### src/design/pftm_pkg.sv
// Purpose: Shared types and constants for the pin float test mode block
// Assumes: Single 100 MHz clock, synchronous active-high reset
// Notes: Pin groups travel as packed structs of out/oe pairs
package pftm_pkg;

  // Width of the multiplexed address/data bus
  localparam int unsigned PFTM_AD_W = 8;
  // Number of other core-driven pins routed through the float gate
  localparam int unsigned PFTM_MISC_W = 16;
  // Reset input synchroniser depth
  localparam int unsigned PFTM_SYNC_STAGES = 2;
  // Clocks the selects must stay low after the synchronised reset input rises
  localparam int unsigned PFTM_SEL_HOLD_CLKS = 1;
  // Reset values
  localparam logic PFTM_MODE_RST = 1'b0;
  localparam logic [1:0] PFTM_SYNC_RST = 2'h0;
  // Weak pull-up enable: always on in every mode
  localparam logic PFTM_PULLUP_ON = 1'b1;

  // Mode capture state machine
  typedef enum logic [1:0] {
    PFTM_ST_RESET  = 2'b00,
    PFTM_ST_SAMPLE = 2'b01,
    PFTM_ST_RUN    = 2'b10,
    PFTM_ST_FLOAT  = 2'b11
  } pftm_state_t;

  // Output and enable of the address/data bus
  typedef struct packed {
    logic [PFTM_AD_W-1:0] dout;
    logic [PFTM_AD_W-1:0] oe;
  } pftm_ad_t;

  // Output and enable of the remaining pins
  typedef struct packed {
    logic [PFTM_MISC_W-1:0] dout;
    logic [PFTM_MISC_W-1:0] oe;
  } pftm_misc_t;

endpackage

### src/design/pftm_ctrl.sv
// Purpose: Pin float test mode capture and pin float gating
// Assumes: Core drives its pins through this block; pads resolve oe
// Notes: Chip-select inputs are sampled as the synchronised reset input rises
//   Pad floats trail the reset pin by the two-flop synchroniser and the pad register
//
// Contract
// - Float mode holds pins until next reset
// - Enter only with both selects low
// - Weak pull-ups on both select pins
// - Float all pins except crystal output
// - Float address/data bus in hold acknowledge
// - Float address/data bus during reset low
// - Reset input synchronised before edge use
`timescale 1ns/1ps
module pftm_ctrl (
  // Clock and reset
  input wire logic clk_i,
  input wire logic rst_i,
  // Board pins seen by the block
  input wire logic reset_input_n_i,
  input wire logic upper_memory_select_n_i,
  input wire logic lower_memory_select_n_i,
  // Core state
  input wire logic hold_ack_i,
  // Core-side pin drive
  input wire pftm_pkg::pftm_ad_t core_ad_i,
  input wire pftm_pkg::pftm_misc_t core_misc_i,
  input wire logic core_ucs_n_i,
  input wire logic core_lcs_n_i,
  input wire logic crystal_output_i,
  // Pad-side pin drive
  output pftm_pkg::pftm_ad_t pad_ad_o,
  output pftm_pkg::pftm_misc_t pad_misc_o,
  output logic pad_ucs_n_o,
  output logic pad_ucs_oe_o,
  output logic pad_lcs_n_o,
  output logic pad_lcs_oe_o,
  output logic select_pullup_en_o,
  output logic crystal_output_o,
  // Status
  output logic pin_float_test_mode_o
);
  import pftm_pkg::*;

  ////////////////////////////////////////////////////////////////////////
  // Reset input synchronisation

  logic reset_sync;
  logic reset_prev_reg;
  logic sel_both_low;
  logic reset_rise;

  // Crosses the asynchronous reset pin into the clock domain
  pftm_sync u_sync (
    .clk_i(clk_i),
    .rst_i(rst_i),
    .async_i(reset_input_n_i),
    .sync_o(reset_sync)
  );

  // Edge found on the synchronised copy, never on the raw pin
  always_ff @(posedge clk_i) begin
    if (rst_i) begin
      reset_prev_reg <= 1'b0;
    end else begin
      reset_prev_reg <= reset_sync;
    end
  end

  assign reset_rise = reset_sync & ~reset_prev_reg;
  // Selects are level inputs; the tester holds them past the edge
  assign sel_both_low = ~upper_memory_select_n_i &
    ~lower_memory_select_n_i;

  ////////////////////////////////////////////////////////////////////////
  // Mode state

  pftm_state_t state_reg;
  pftm_state_t state_next;

  // Reset low always returns to RESET so the mode clears there
  always_comb begin
    state_next = state_reg;
    case (state_reg)
      PFTM_ST_RESET: begin
        if (reset_rise) begin
          state_next = sel_both_low ? PFTM_ST_FLOAT : PFTM_ST_RUN;
        end
      end
      PFTM_ST_SAMPLE: begin
        state_next = PFTM_ST_RUN;
      end
      PFTM_ST_RUN: begin
        if (!reset_sync) begin
          state_next = PFTM_ST_RESET;
        end
      end
      PFTM_ST_FLOAT: begin
        // Only a fresh reset ends float mode
        if (!reset_sync) begin
          state_next = PFTM_ST_RESET;
        end
      end
      default: begin
        state_next = PFTM_ST_RESET;
      end
    endcase
  end

  // State register
  always_ff @(posedge clk_i) begin
    if (rst_i) begin
      state_reg <= PFTM_ST_RESET;
    end else begin
      state_reg <= state_next;
    end
  end

  ////////////////////////////////////////////////////////////////////////
  // Float decisions

  logic float_all;
  logic float_ad;

  // Decided from the next state so pads and status switch together
  assign float_all = (state_next == PFTM_ST_FLOAT);
  // Bus floats in hold, in reset and in float mode
  assign float_ad = float_all | hold_ack_i |
    (state_next == PFTM_ST_RESET);

  ////////////////////////////////////////////////////////////////////////
  // Registered pad drive; one cycle latency traded for clean outputs

  pftm_ad_t ad_next;
  pftm_misc_t misc_next;
  logic in_run;
  logic sel_oe_next;

  // Data always passes; only the enables are gated, so a pad that comes
  // back from floating shows current data, never a stale value
  assign ad_next.dout = core_ad_i.dout;
  assign ad_next.oe = float_ad ? '0 : core_ad_i.oe;
  assign misc_next.dout = core_misc_i.dout;
  assign misc_next.oe = float_all ? '0 : core_misc_i.oe;

  // Selects stay released while reset is low so the straps can be read;
  // in run they stay driven through hold, as only the bus floats there
  assign in_run = (state_next == PFTM_ST_RUN);
  assign sel_oe_next = in_run | (~float_all & ~float_ad);

  // Address/data bus pads
  always_ff @(posedge clk_i) begin
    if (rst_i) begin
      pad_ad_o <= '0;
    end else begin
      pad_ad_o <= ad_next;
    end
  end

  // Remaining pads
  always_ff @(posedge clk_i) begin
    if (rst_i) begin
      pad_misc_o <= '0;
    end else begin
      pad_misc_o <= misc_next;
    end
  end

  // Upper select pad; released in reset, so the pull-up or strap wins
  always_ff @(posedge clk_i) begin
    if (rst_i) begin
      pad_ucs_n_o <= 1'b1;
      pad_ucs_oe_o <= 1'b0;
    end else begin
      pad_ucs_n_o <= core_ucs_n_i;
      pad_ucs_oe_o <= sel_oe_next;
    end
  end

  // Lower select pad, same scheme as the upper one
  always_ff @(posedge clk_i) begin
    if (rst_i) begin
      pad_lcs_n_o <= 1'b1;
      pad_lcs_oe_o <= 1'b0;
    end else begin
      pad_lcs_n_o <= core_lcs_n_i;
      pad_lcs_oe_o <= sel_oe_next;
    end
  end

  // Mode status moves on the same edge as the pad enables
  always_ff @(posedge clk_i) begin
    if (rst_i) begin
      pin_float_test_mode_o <= PFTM_MODE_RST;
    end else begin
      pin_float_test_mode_o <= float_all;
    end
  end

  ////////////////////////////////////////////////////////////////////////
  // Always-on items

  // Pull-ups keep the mode from being picked up by accident
  always_ff @(posedge clk_i) begin
    if (rst_i) begin
      select_pullup_en_o <= PFTM_PULLUP_ON;
    end else begin
      select_pullup_en_o <= PFTM_PULLUP_ON;
    end
  end

  // Crystal output keeps driving in every mode
  // The board under test still needs a clock while the pins float
  always_ff @(posedge clk_i) begin
    if (rst_i) begin
      crystal_output_o <= 1'b0;
    end else begin
      crystal_output_o <= crystal_output_i;
    end
  end

endmodule

### src/design/pftm_sync.sv
// Purpose: Two-flop synchroniser for the asynchronous reset input
// Assumes: Input may change at any time relative to clk_i
// Notes: First stage feeds only the second stage
`timescale 1ns/1ps
module pftm_sync (
  // Clock and reset
  input wire logic clk_i,
  input wire logic rst_i,
  // Asynchronous level in, synchronised level out
  input wire logic async_i,
  output logic sync_o
);
  import pftm_pkg::*;

  logic [1:0] stage_reg;

  // Plain shift chain; stage 0 is never looked at elsewhere
  always_ff @(posedge clk_i) begin
    if (rst_i) begin
      stage_reg <= PFTM_SYNC_RST;
    end else begin
      stage_reg <= {stage_reg[0], async_i};
    end
  end

  assign sync_o = stage_reg[1];

endmodule

### config.mk
export PLATFORM = sky130hd
export DESIGN_NAME = pftm_ctrl
export DESIGN_NICKNAME = d
export VERILOG_FILES = /design/src/design/pftm_pkg.sv /design/src/design/pftm_ctrl.sv /design/src/design/pftm_sync.sv
export SDC_FILE = /design/constraint.sdc
export NUM_CORES = 1
export LEC_CHECK = 0
export BUFFER_PORTS_ARGS = -buffer_cell sky130_fd_sc_hd__buf_2
export CAP_MARGIN = 5
export CORE_UTILIZATION = 28
export CTS_CLUSTER_DIAMETER = 200
export DETAILED_ROUTE_END_ITERATION = 6
export PLACE_DENSITY = 0.58
export SETUP_SLACK_MARGIN = 0.4
export SYNTH_ARGS = -nofsm -noshare
export SYNTH_HDL_FRONTEND = slang
export SYNTH_HIERARCHICAL = 1
export SYNTH_SLANG_ARGS = --single-unit
### constraint.sdc
create_clock -name clk_i -period 1.16 [get_ports clk_i]
set_input_delay 0.058 -clock clk_i [delete_from_list [all_inputs] [get_ports clk_i]]
set_output_delay 0.058 -clock clk_i [all_outputs]
set_load 0.02 [all_outputs]
==> run_results.csv, run 1 <==
group,metric,value,unit
clock_tree,clockBufferDepth,2,
power_and_ir_drop,switching_share,24.3,%
power_and_ir_drop,leakage,1.61,nW
cells_and_area,n_antenna_cell,0,
cells_and_area,multi_input_area,568,µm²
cells_and_area,area_growth,108,%
route,dr.pass1.iters,3,
clock_tree,clk_pin_slew,0.06,ns
floorplan,dieArea,6390,µm²
power_and_ir_drop,power_density,1220,nW/µm²
worst_setup_path,cp.required,1.43,ns
yosys,synth_cells,136,
power_and_ir_drop,power.total,4.32,mW
hold_path,hold_end,"reset_prev_reg",
yosys,ys_types,22,
power_and_ir_drop,intPower,3.27,mW
worst_setup_path,r2r_setup_slack,-0.02,ns
sta,fin_skew,0.00717,ns
worst_setup_path,cp_slowest_cell,"dfxtp_4",
power_and_ir_drop,p_sw,1.05,mW
worst_setup_path,worstSetupPathType,"flop to flop",
global_routing,grt_pass1_vias,1520,
cells_and_area,top_register,"pad_misc_o",
yosys,synth_edf_count,0,
sta,max_clock_freq,0.844,GHz
sta,setup_viol,11,
yosys,ys_ff_latch,58,
worst_setup_path,arrival,1.45,ns
yosys,synthTopCellsByCount,"58 x dfxtp_1, 25 x and2_1, 25 x nor2b_1, 5 x and2b_1",
yosys,synth.most_common_cell,"dfxtp_1",
sta,hold-worst-slack,-0.000759,ns
global_routing,grt.total_usage,15.2,%
place,port_buffers,110,
yosys,netlist.area_leader.share,68.3,%
route,wire_per_inst,12.0,µm
status,violations,"negative hold slack, negative setup slack",
clock_tree,clock_latency,0.33,ns
sta,period_share,102,%
yosys,yosysSeqAreaShare,68.3,%
worst_setup_path,reg2reg_from,"state_reg[0]",
cells_and_area,fillers,465,
yosys,netlist_area,1700,µm²
hold_path,min_path_cells,2,
route,vias,1536,
status,outcome,"complete, but fails checks",
place,dp.cells,318,
place,dp_hpwl,2470,µm
global_routing,antenna_found_initial,0,
floorplan,num_io_pins,112,
floorplan,die_h,79.9,µm
global_routing,grt_max_degree,30,
sta,rsz0062_at_grt,"true",
route,drt-initial-drc-count,23,
yosys,syn_avg_cell_area,12.5,µm²
clock_tree,cts.sinks,58,
worst_setup_path,cp-end-kind,"flop",
yosys,ys_warn_count,6,
sta,hold_violations,1,
floorplan,initial_core_util,28.9,%
worst_setup_path,path_cells,"and3_4 -> a311oi_4 -> buf_6 -> and2_1",
clock_tree,cts_buffers,9,
clock_tree,clock-root-buffer,"clkbuf_8",
sta,setup-tns-final,-0.138,ns
clock_tree,cts_tree,"done",
cells_and_area,stdcell_count,391,
yosys,syn_nets,193,
cells_and_area,register_area,1240,µm²
power_and_ir_drop,combPwrFrac,15.9,%
clock_tree,htree_levels,3,
power_and_ir_drop,p_clk_share,34.5,%
clock_tree,holdBufCountCts,53,
cells_and_area,layout-drive-gt1-share,67.1,%
job,maxCapViolations,0,
hold_path,worstHoldStart,"rst_i",
cells_and_area,reg_top3,"pad_misc_o (32), pad_ad_o (16)",
worst_setup_path,r2r_end,"pad_misc_o[7]",
yosys,yosysTopAreaCell,"dfxtp_1",
route,drcViolationCount,0,
global_routing,grt_pass1_wl,7000,µm
route,viasPerCell,3.93,
power_and_ir_drop,irDropWorstVdd,628,µV
cells_and_area,largest_register_ffs,32,
worst_setup_path,critPathTopFamily,"flip-flops",
floorplan,num_rows,28,
worst_setup_path,crit_fanout,8,
sta,setup_ws,-0.0246,ns
yosys,synth_top_cells_by_area,"dfxtp_1 68%, and2_1 9.2%, nor2b_1 9.2%",
route,routed_wl,4680,µm
sta,min_period,1.18,ns
cells_and_area,fin_nets,369,
floorplan,core,5890,µm²
place,dp_worst_setup_slack,-0.123,ns
global_routing,overflow,0,
worst_setup_path,cpPeakStageDelay,0.38,ns
yosys,synthFlopType,"dfxtp_1",
power_and_ir_drop,seqPwrFrac,49.6,%
worst_setup_path,path_buf_inv,1,
yosys,synthArstFlopShare,0,%
route,ant_nets,0,
worst_setup_path,cp-start-kind,"flop",
place,place_congestion,0.626,
worst_setup_path,reg2reg_depth,4,
floorplan,fp.dieW,79.9,µm
hold_path,hp-class,"input pin to flop",
sta,slew_viol_final,0,
==> worst max-delay path by stage <==
stage	to	startpoint	slack [ns]	cells after the start
after global routing	pad_ad_o[2]	reset_prev_reg	-0.08	4
after CTS	pad_ad_o[6]	reset_prev_reg	-0.05	4
after global placement	pad_misc_o[10]	state_reg[0]	-0.09	3
after detailed placement	pad_misc_o[3]	state_reg[0]	-0.12	3
after floorplan	pad_misc_o[10]	reset_prev_reg	0.06	4
final	pad_misc_o[7]	state_reg[0]	-0.02	4
==> what timing repair did <==
action,CTS,global route
hold endpoints to repair,53,1
pin swaps,4,14
resized for setup,159,26
buffers inserted,3,2
setup endpoints to repair,82,83
==> cells in the final DEF, fill, tap and decap left out, types with 2 or more instances in the layout <==
cell,n
dfxtp_4,2
buf_4,6
buf_6,56
clkbuf_8,9
dlygate4sd3_1,53
buf_2,56
clkbuf_1,2
dfxtp_2,55
and2b_1,5
o21bai_4,2
nor2b_1,24
and2_1,12
or2_2,2
and2_4,13
clkinv_2,4
==> routing by layer <==
metal	vias to the layer above	share of wire, %	track usage (%)
li1	769	-	-
met1	677	38	15.5
met2	79	51	25.4
met3	11	9.1	7.09
met4	0	2.3	9.11
met5	-	0	0
==> final cells by class <==
class | instances | share of cell area, %
Inverter | 1 | 0.106
Tap cell | 75 | 2.65
Timing Repair Buffer | 171 | 42.0
Sequential cell | 58 | 34.9
Clock buffer | 11 | 3.71
Clock inverter | 4 | 0.565
Multi-Input combinational cell | 71 | 16.0
==> stage by stage <==
| stage | instance area, µm² | hold slack (ns) | utilization [%] |
|---|---|---|---|
| after floorplan | 1720 | 0.122 | - |
| after global placement | 2340 | 0.245 | 39.7 |
| after detailed placement | 2340 | 0.247 | 39.7 |
| after CTS | 3450 | -0.00402 | 58.6 |
| after global routing | 3540 | -0.00505 | 60.2 |
| final | 3540 | -0.000759 | 60.2 |
==> cell families after synthesis <==
family                 share of synthesized area (%)
buffers and inverters                           2.50
other                                          0.221
flip-flops                                      68.3
AND/OR/NAND/NOR                                 23.4
AO/OA/AOI/OAI                                   5.59
==> power by group through the flow <==
stage / Clock (mW) / Sequential [mW] / Combinational (mW)
3_5_place_dp: 0 / 2.15 / 0.403
5_1_grt: 1.64 / 2.15 / 0.733
3_3_place_gp: 0 / 2.15 / 0.398
6_report: 1.49 / 2.15 / 0.687
2_1_floorplan: 0 / 2.26 / 0.110
4_1_cts: 1.53 / 2.14 / 0.650
Note: power is estimated with default switching activity, not from simulation.
==> run 2, diff against run 1 <==
--- a/config.mk
+++ b/config.mk
@@ -12,4 +12,5 @@
 export DETAILED_ROUTE_END_ITERATION = 6
+export GPL_TIMING_DRIVEN = 0
 export PLACE_DENSITY = 0.58
-export SETUP_SLACK_MARGIN = 0.4
+export SETUP_SLACK_MARGIN = 0.5
 export SYNTH_ARGS = -nofsm -noshare
==> constraint.sdc (replaced) <==
create_clock -name clk_i -period 1.16 [get_ports clk_i]
set_input_delay 0.174 -clock clk_i [delete_from_list [all_inputs] [get_ports clk_i]]
set_output_delay 0.174 -clock clk_i [all_outputs]
set_load 0.02 [all_outputs]
==> run 2 against run 1 <==
Net effect: the run ends with negative setup slack left; wire length fell by 22%; final cell count shrank 14%; flip-flop and latch count unchanged; maximum frequency is 0.47% lower; clock power is essentially flat; clock skew shrank 0.0042 ns; design area is 15% lower; power decreased by 3.0%; via count down 13%; die area did not move; critical path type unchanged; largest power group unchanged.
==> run_results.csv, run 2 (synthesis results as in run 1) <==
group,metric,value,unit
route,drt-initial-drc-count,10,
cells_and_area,reg_top3,"pad_misc_o (32), pad_ad_o (16)",
global_routing,grt.total_usage,12.0,%
worst_setup_path,cp-end-kind,"flop",
clock_tree,htree_levels,3,
hold_path,hp-class,"input pin to flop",
cells_and_area,top_register,"pad_misc_o",
route,ant_nets,0,
place,post_dp_cell_area,2410,µm²
clock_tree,clk_pin_slew,0.06,ns
power_and_ir_drop,irDropWorstVdd,638,µV
route,routed_wl,3640,µm
sta,hold-worst-slack,0.0450,ns
worst_setup_path,cpPeakStageDelay,0.38,ns
cells_and_area,fin_nets,316,
sta,hold_violations,0,
cells_and_area,largest_register_ffs,32,
cells_and_area,final_cell_mix,"56 x buf_6, 55 x buf_2, 53 x dfxtp_2",
global_routing,grt_pass1_wl,5640,µm
cells_and_area,layout_commonest_cell,"buf_6",
place,place_congestion,0.660,
worst_setup_path,arrival,1.46,ns
global_routing,grt_max_degree,11,
worst_setup_path,reg2reg_depth,4,
worst_setup_path,worstSetupPathType,"flop to flop",
cells_and_area,area_growth,77.3,%
place,dp_worst_setup_slack,-0.141,ns
floorplan,fp.dieW,79.9,µm
route,drcViolationCount,0,
route,vias,1332,
cells_and_area,n_antenna_cell,0,
worst_setup_path,critPathLaunch,"state_reg[1]",
job,maxCapViolations,0,
route,wire_per_inst,10.8,µm
global_routing,overflow,0,
global_routing,antenna_found_initial,0,
clock_tree,cts.sinks,58,
worst_setup_path,cp_slowest_cell,"dfxtp_2",
clock_tree,cts_buffers,9,
worst_setup_path,r2r_setup_slack,-0.03,ns
clock_tree,clock_latency,0.32,ns
worst_setup_path,path_cells,"nor2_1 -> a2111oi_4 -> buf_4 -> and2_4",
floorplan,initial_core_util,28.9,%
status,violations,"negative setup slack",
sta,rsz0062_at_grt,"true",
worst_setup_path,reg2reg_from,"state_reg[1]",
global_routing,grt_pass1_vias,1288,
sta,fin_skew,0.00299,ns
status,outcome,"complete, but fails checks",
power_and_ir_drop,leakage,1.38,nW
place,dp_hpwl,2370,µm
cells_and_area,final_cell_area,3020,µm²
floorplan,num_rows,28,
sta,setup_ws,-0.0302,ns
route,viasPerCell,3.95,
worst_setup_path,crit_path_end,"pad_ad_o[6]",
sta,slew_viol_final,0,
sta,min_period,1.19,ns
sta,setup_viol,22,
floorplan,num_io_pins,112,
place,port_buffers,110,
worst_setup_path,cp.required,1.43,ns
clock_tree,clock-root-buffer,"clkbuf_8",
worst_setup_path,r2r_end,"pad_ad_o[6]",
worst_setup_path,cp-start-kind,"flop",
sta,max_clock_freq,0.840,GHz
route,dr.pass1.iters,4,
cells_and_area,layout-drive-gt1-share,76.7,%
floorplan,die_h,79.9,µm
clock_tree,cts_tree,"done",
power_and_ir_drop,power_density,1390,nW/µm²
floorplan,dieArea,6390,µm²
sta,period_share,103,%
worst_setup_path,crit_fanout,8,
floorplan,core,5890,µm²
cells_and_area,fillers,513,
clock_tree,clockBufferDepth,2,
-- run 2: cell types whose count changed in the layout (fill, tap and decap cells not counted), moves of 2 or more --
cell and change:
dlygate4sd3_1 -53, and2_1 +9, and2_4 -9, buf_4 -2
clkbuf_8 +2, clkinv_2 -2, dfxtp_2 -2, or2_2 -2
or2_4 +2
-- run 2: worst min path at each step --
stage | from | end | slack [ns] | cells after the start
floorplan | rst_i | u_sync/stage_reg[1] | 0.24 | 1
global placement | core_ucs_n_i | pad_ucs_n_o | 0.37 | 2
global route | core_misc_i[2] | pad_misc_o[2] | 0.02 | 2
CTS | core_ucs_n_i | pad_ucs_n_o | 0.02 | 2
finish | core_misc_i[2] | pad_misc_o[2] | 0.04 | 2
detailed placement | core_ucs_n_i | pad_ucs_n_o | 0.37 | 2
-- run 2: worst max-delay path: cells and delay by family (launching register included) --
kind	cells	cell delay [ns]
simple gates	2	0.24
buf+inv	1	0.19
compound gates	1	0.33
flops	1	0.38
-- run 2: metrics by stage --
stage	std cells	utilization, %	setup TNS, ns	total power, mW
floorplan	136	-	0	2.39
global placement	321	40.9	-1.54	2.57
detailed placement	321	40.9	-1.80	2.58
CTS	337	51.0	-0.779	4.26
global route	337	51.2	-1.69	4.41
finish	337	51.2	-0.342	4.19
-- run 2: repair_timing --
| action | 4_1_cts | 5_1_grt |
|---|---|---|
| resized for setup | 162 | 8 |
| buffers inserted | 2 | 0 |
| setup endpoints to repair | 83 | 83 |
| pin swaps | 11 | 1 |
| hold buffers | 0 | 0 |
-- run 2: area by class of cell --
cell class                 count  area [µm²]  area share [%]
clock inverter                 3        17.5           0.581
inverter                       1        3.75           0.124
multi-input combinational     71         531            17.6
tap                           75        93.8            3.11
timing repair buffer         112         906            30.0
clock buffer                  11         141            4.69
buffer                         6        83.8            2.78
sequential                    58        1240            41.1
-- run 2: per-layer routing --
metal  share of wire (%)  vias up  GRT usage (%)  wire (µm)
met3                  15        4           8.34        544
met1                  40      574           11.9       1440
met2                  44       92           19.0       1620
met4                0.93        0           5.89         34
met5                   0        -              0          0
li1                    -      662              -          -
-- run 2: where the power goes --
| group | switching (mW) | internal (mW) | leakage (nW) |
|---|---|---|---|
| Combinational | 0.223 | 0.310 | 0.799 |
| Clock | 0.717 | 0.801 | 0.0810 |
| Sequential | 0.0451 | 2.10 | 0.498 |
| Total | 0.986 | 3.21 | 1.38 |
==> run 3, diff against run 2 <==
Settings changed: ABC_AREA set to 1, PLACE_DENSITY 0.58 to 0.63.
==> run 3 against run 2 <==
Net effect: the flow now finishes without violations; clock power increased by 9%; hold slack better by 0.0036 ns; synthesized cell count rose by 42%; design area rose by 7.1%; first-iteration DRC count increased to 2.6 times the previous value; clock-buffer cell count up 3; combinational power increased by 14%; critical path depth rose by 1; via count is 16% higher; wire length grew 6.2%; final cell count grew 19%; critical endpoint is now pad_misc_o[4]; largest cell class unchanged; highest routed layer unchanged.
==> run_results.csv, run 3 <==
group,metric,value,unit
status,outcome,"complete, no violations",
yosys,ys_warn_count,6,
route,drcViolationCount,0,
yosys,synthTopCellsByCount,"58 x dfxtp_1, 57 x inv_1, 41 x nor2_1, 7 x nor2_2, 5 x nand2_1",
yosys,ys_types,18,
cells_and_area,top_register,"pad_misc_o",
global_routing,grtUsageMet1,11.5,%
route,dr.pass1.iters,3,
sta,fin_skew,0.00487,ns
global_routing,use_met3,7.11,%
cells_and_area,n_antenna_cell,0,
yosys,synth_top_cells_by_area,"dfxtp_1 65%, inv_1 12%, nor2_1 8.6%",
yosys,yosysTopAreaCell,"dfxtp_1",
power_and_ir_drop,leakage,1.70,nW
worst_setup_path,crit_fanout,7,
sta,slew_viol_final,0,
clock_tree,clockBufferDepth,2,
worst_setup_path,cp_slowest_cell,"dfxtp_2",
sta,period_share,94.9,%
global_routing,antenna_found_initial,0,
clock_tree,htree_levels,3,
yosys,netlist.area_leader.share,65.3,%
sta,setup_viol,0,
worst_setup_path,cp.required,1.37,ns
worst_setup_path,path_buf_inv,1,
global_routing,overflow,0,
cells_and_area,layout_commonest_cell,"buf_6",
yosys,netlist_area,1780,µm²
yosys,synth_cells,193,
global_routing,grt_use_met2,22.3,%
clock_tree,clock_latency,0.32,ns
clock_tree,holdBufCountCts,0,
route,routed_wl,3860,µm
floorplan,num_rows,28,
floorplan,num_io_pins,112,
power_and_ir_drop,power_density,1370,nW/µm²
global_routing,busiest_layer,"met2",
cells_and_area,fin_nets,379,
yosys,synth_edf_count,0,
floorplan,fp.dieW,81.7,µm
clock_tree,clk_pin_slew,0.06,ns
cells_and_area,fillers,537,
place,port_buffers,110,
worst_setup_path,worstSetupPathType,"flop to flop",
place,post_dp_cell_area,2470,µm²
yosys,synth.most_common_cell,"dfxtp_1",
yosys,yosysSeqAreaShare,65.3,%
cells_and_area,layout-drive-gt1-share,69.7,%
route,wire_per_inst,9.61,µm
yosys,synthArstFlopShare,0,%
clock_tree,clock-root-buffer,"clkbuf_8",
power_and_ir_drop,irDropWorstVdd,653,µV
worst_setup_path,critPathTopFamily,"simple AND/OR/NAND/NOR gates",
worst_setup_path,path_cells,"nor2_1 -> nand3_2 -> nand3_4 -> clkbuf_16 -> nor2_2",
global_routing,grt_max_degree,11,
yosys,syn_nets,250,
hold_path,hp-class,"input pin to flop",
cells_and_area,largest_register_ffs,32,
clock_tree,cts_buffers,9,
floorplan,core,6030,µm²
sta,rsz0062_at_grt,"true",
cells_and_area,area_growth,81.4,%
place,place_congestion,0.623,
cells_and_area,final_cell_area,3230,µm²
sta,max_clock_freq,0.908,GHz
clock_tree,cts.sinks,58,
global_routing,grt_pass1_vias,1499,
route,viasPerCell,3.83,
worst_setup_path,reg2reg_from,"state_reg[0]",
sta,setup-tns-final,0,ns
global_routing,grt.total_usage,12.7,%
floorplan,initial_core_util,29.5,%
sta,hold_violations,0,
yosys,ys_ff_latch,58,
floorplan,dieArea,6680,µm²
hold_path,worstHoldStart,"core_misc_i[31]",
worst_setup_path,critPathLaunch,"state_reg[0]",
sta,min_period,1.10,ns
cells_and_area,final_cell_mix,"59 x buf_6, 56 x inv_1, 56 x buf_2",
yosys,synthFlopType,"dfxtp_1",
worst_setup_path,cp-start-kind,"flop",
route,ant_nets,0,
worst_setup_path,cp-end-kind,"flop",
clock_tree,cts_tree,"done",
yosys,syn_avg_cell_area,9.22,µm²
cells_and_area,reg_top3,"pad_misc_o (32), pad_ad_o (16)",
job,maxCapViolations,0,
global_routing,grt_pass1_wl,6110,µm
route,vias,1540,
worst_setup_path,cpPeakStageDelay,0.33,ns
floorplan,die_h,81.7,µm
worst_setup_path,arrival,1.31,ns
route,drt-initial-drc-count,26,
place,dp_hpwl,2650,µm
-- run 3: final timing paths --
kind / to / slack [ns] / cells after the start
max: pad_misc_o[4] / 0.06 / 5
min: pad_misc_o[31] / 0.05 / 3
max reg2reg: pad_misc_o[4] / 0.06 / 5
min reg2reg: u_sync/stage_reg[1] / 0.40 / 2
-- run 3: repair_timing --
action	in CTS	in global routing
setup buffers	4	2
gates cloned	1	1
pin swaps	1	3
setup endpoints to repair	82	84
gates resized for setup	160	29
-- run 3: report_power, final --
group | internal, mW | switching [mW]
logic | 0.322 | 0.285
registers | 2.10 | 0.0448
clock network | 0.945 | 0.715
-- run 3: worst register-to-register path: stages, from the launching register on --
cell	delay, ns
dfxtp_2	0.33
nor2_1	0.13
nand3_2	0.13
nand3_4	0.19
clkbuf_16	0.18
nor2_2	0.03
-- run 3: area by class of cell --
type | instances | area, µm² | area share (%)
inverters | 57 | 216 | 6.71
well taps | 75 | 93.8 | 2.91
multi-input cells | 71 | 438 | 13.6
repair buffers | 118 | 977 | 30.3
plain buffers | 7 | 83.8 | 2.60
flip-flops and latches | 58 | 1240 | 38.3
clock buffers | 14 | 173 | 5.35
clock inverters | 2 | 10.0 | 0.310
-- run 3: cell families after synthesis --
| family | count (synthesis) | share of synthesized area, % |
|---|---|---|
| other cells | 1 | 0.211 |
| compound gates | 2 | 0.563 |
| flops | 58 | 65.3 |
| simple gates | 68 | 18.7 |
| buf+inv | 64 | 15.3 |
-- run 3: per-layer routing --
metal | wire [µm] | vias to the layer above
met2 | 1980 | 75
met4 | 51 | 0
met3 | 366 | 6
met5 | 0 | -
li1 | - | 791
met1 | 1470 | 668
-- run 3: per-stage QoR --
stage	hold slack [ns]	utilization [%]	cells	worst slack [ns]	power, mW
after detailed placement	0.369	40.9	378	0.0758	2.61
after CTS	0.0197	51.5	399	0.0753	4.45
after global placement	0.368	40.9	378	0.0993	2.60
after global routing	0.0174	53.6	402	0.00398	4.66
final	0.0485	53.6	402	0.0587	4.41
after floorplan	0.238	-	193	0.200	2.41
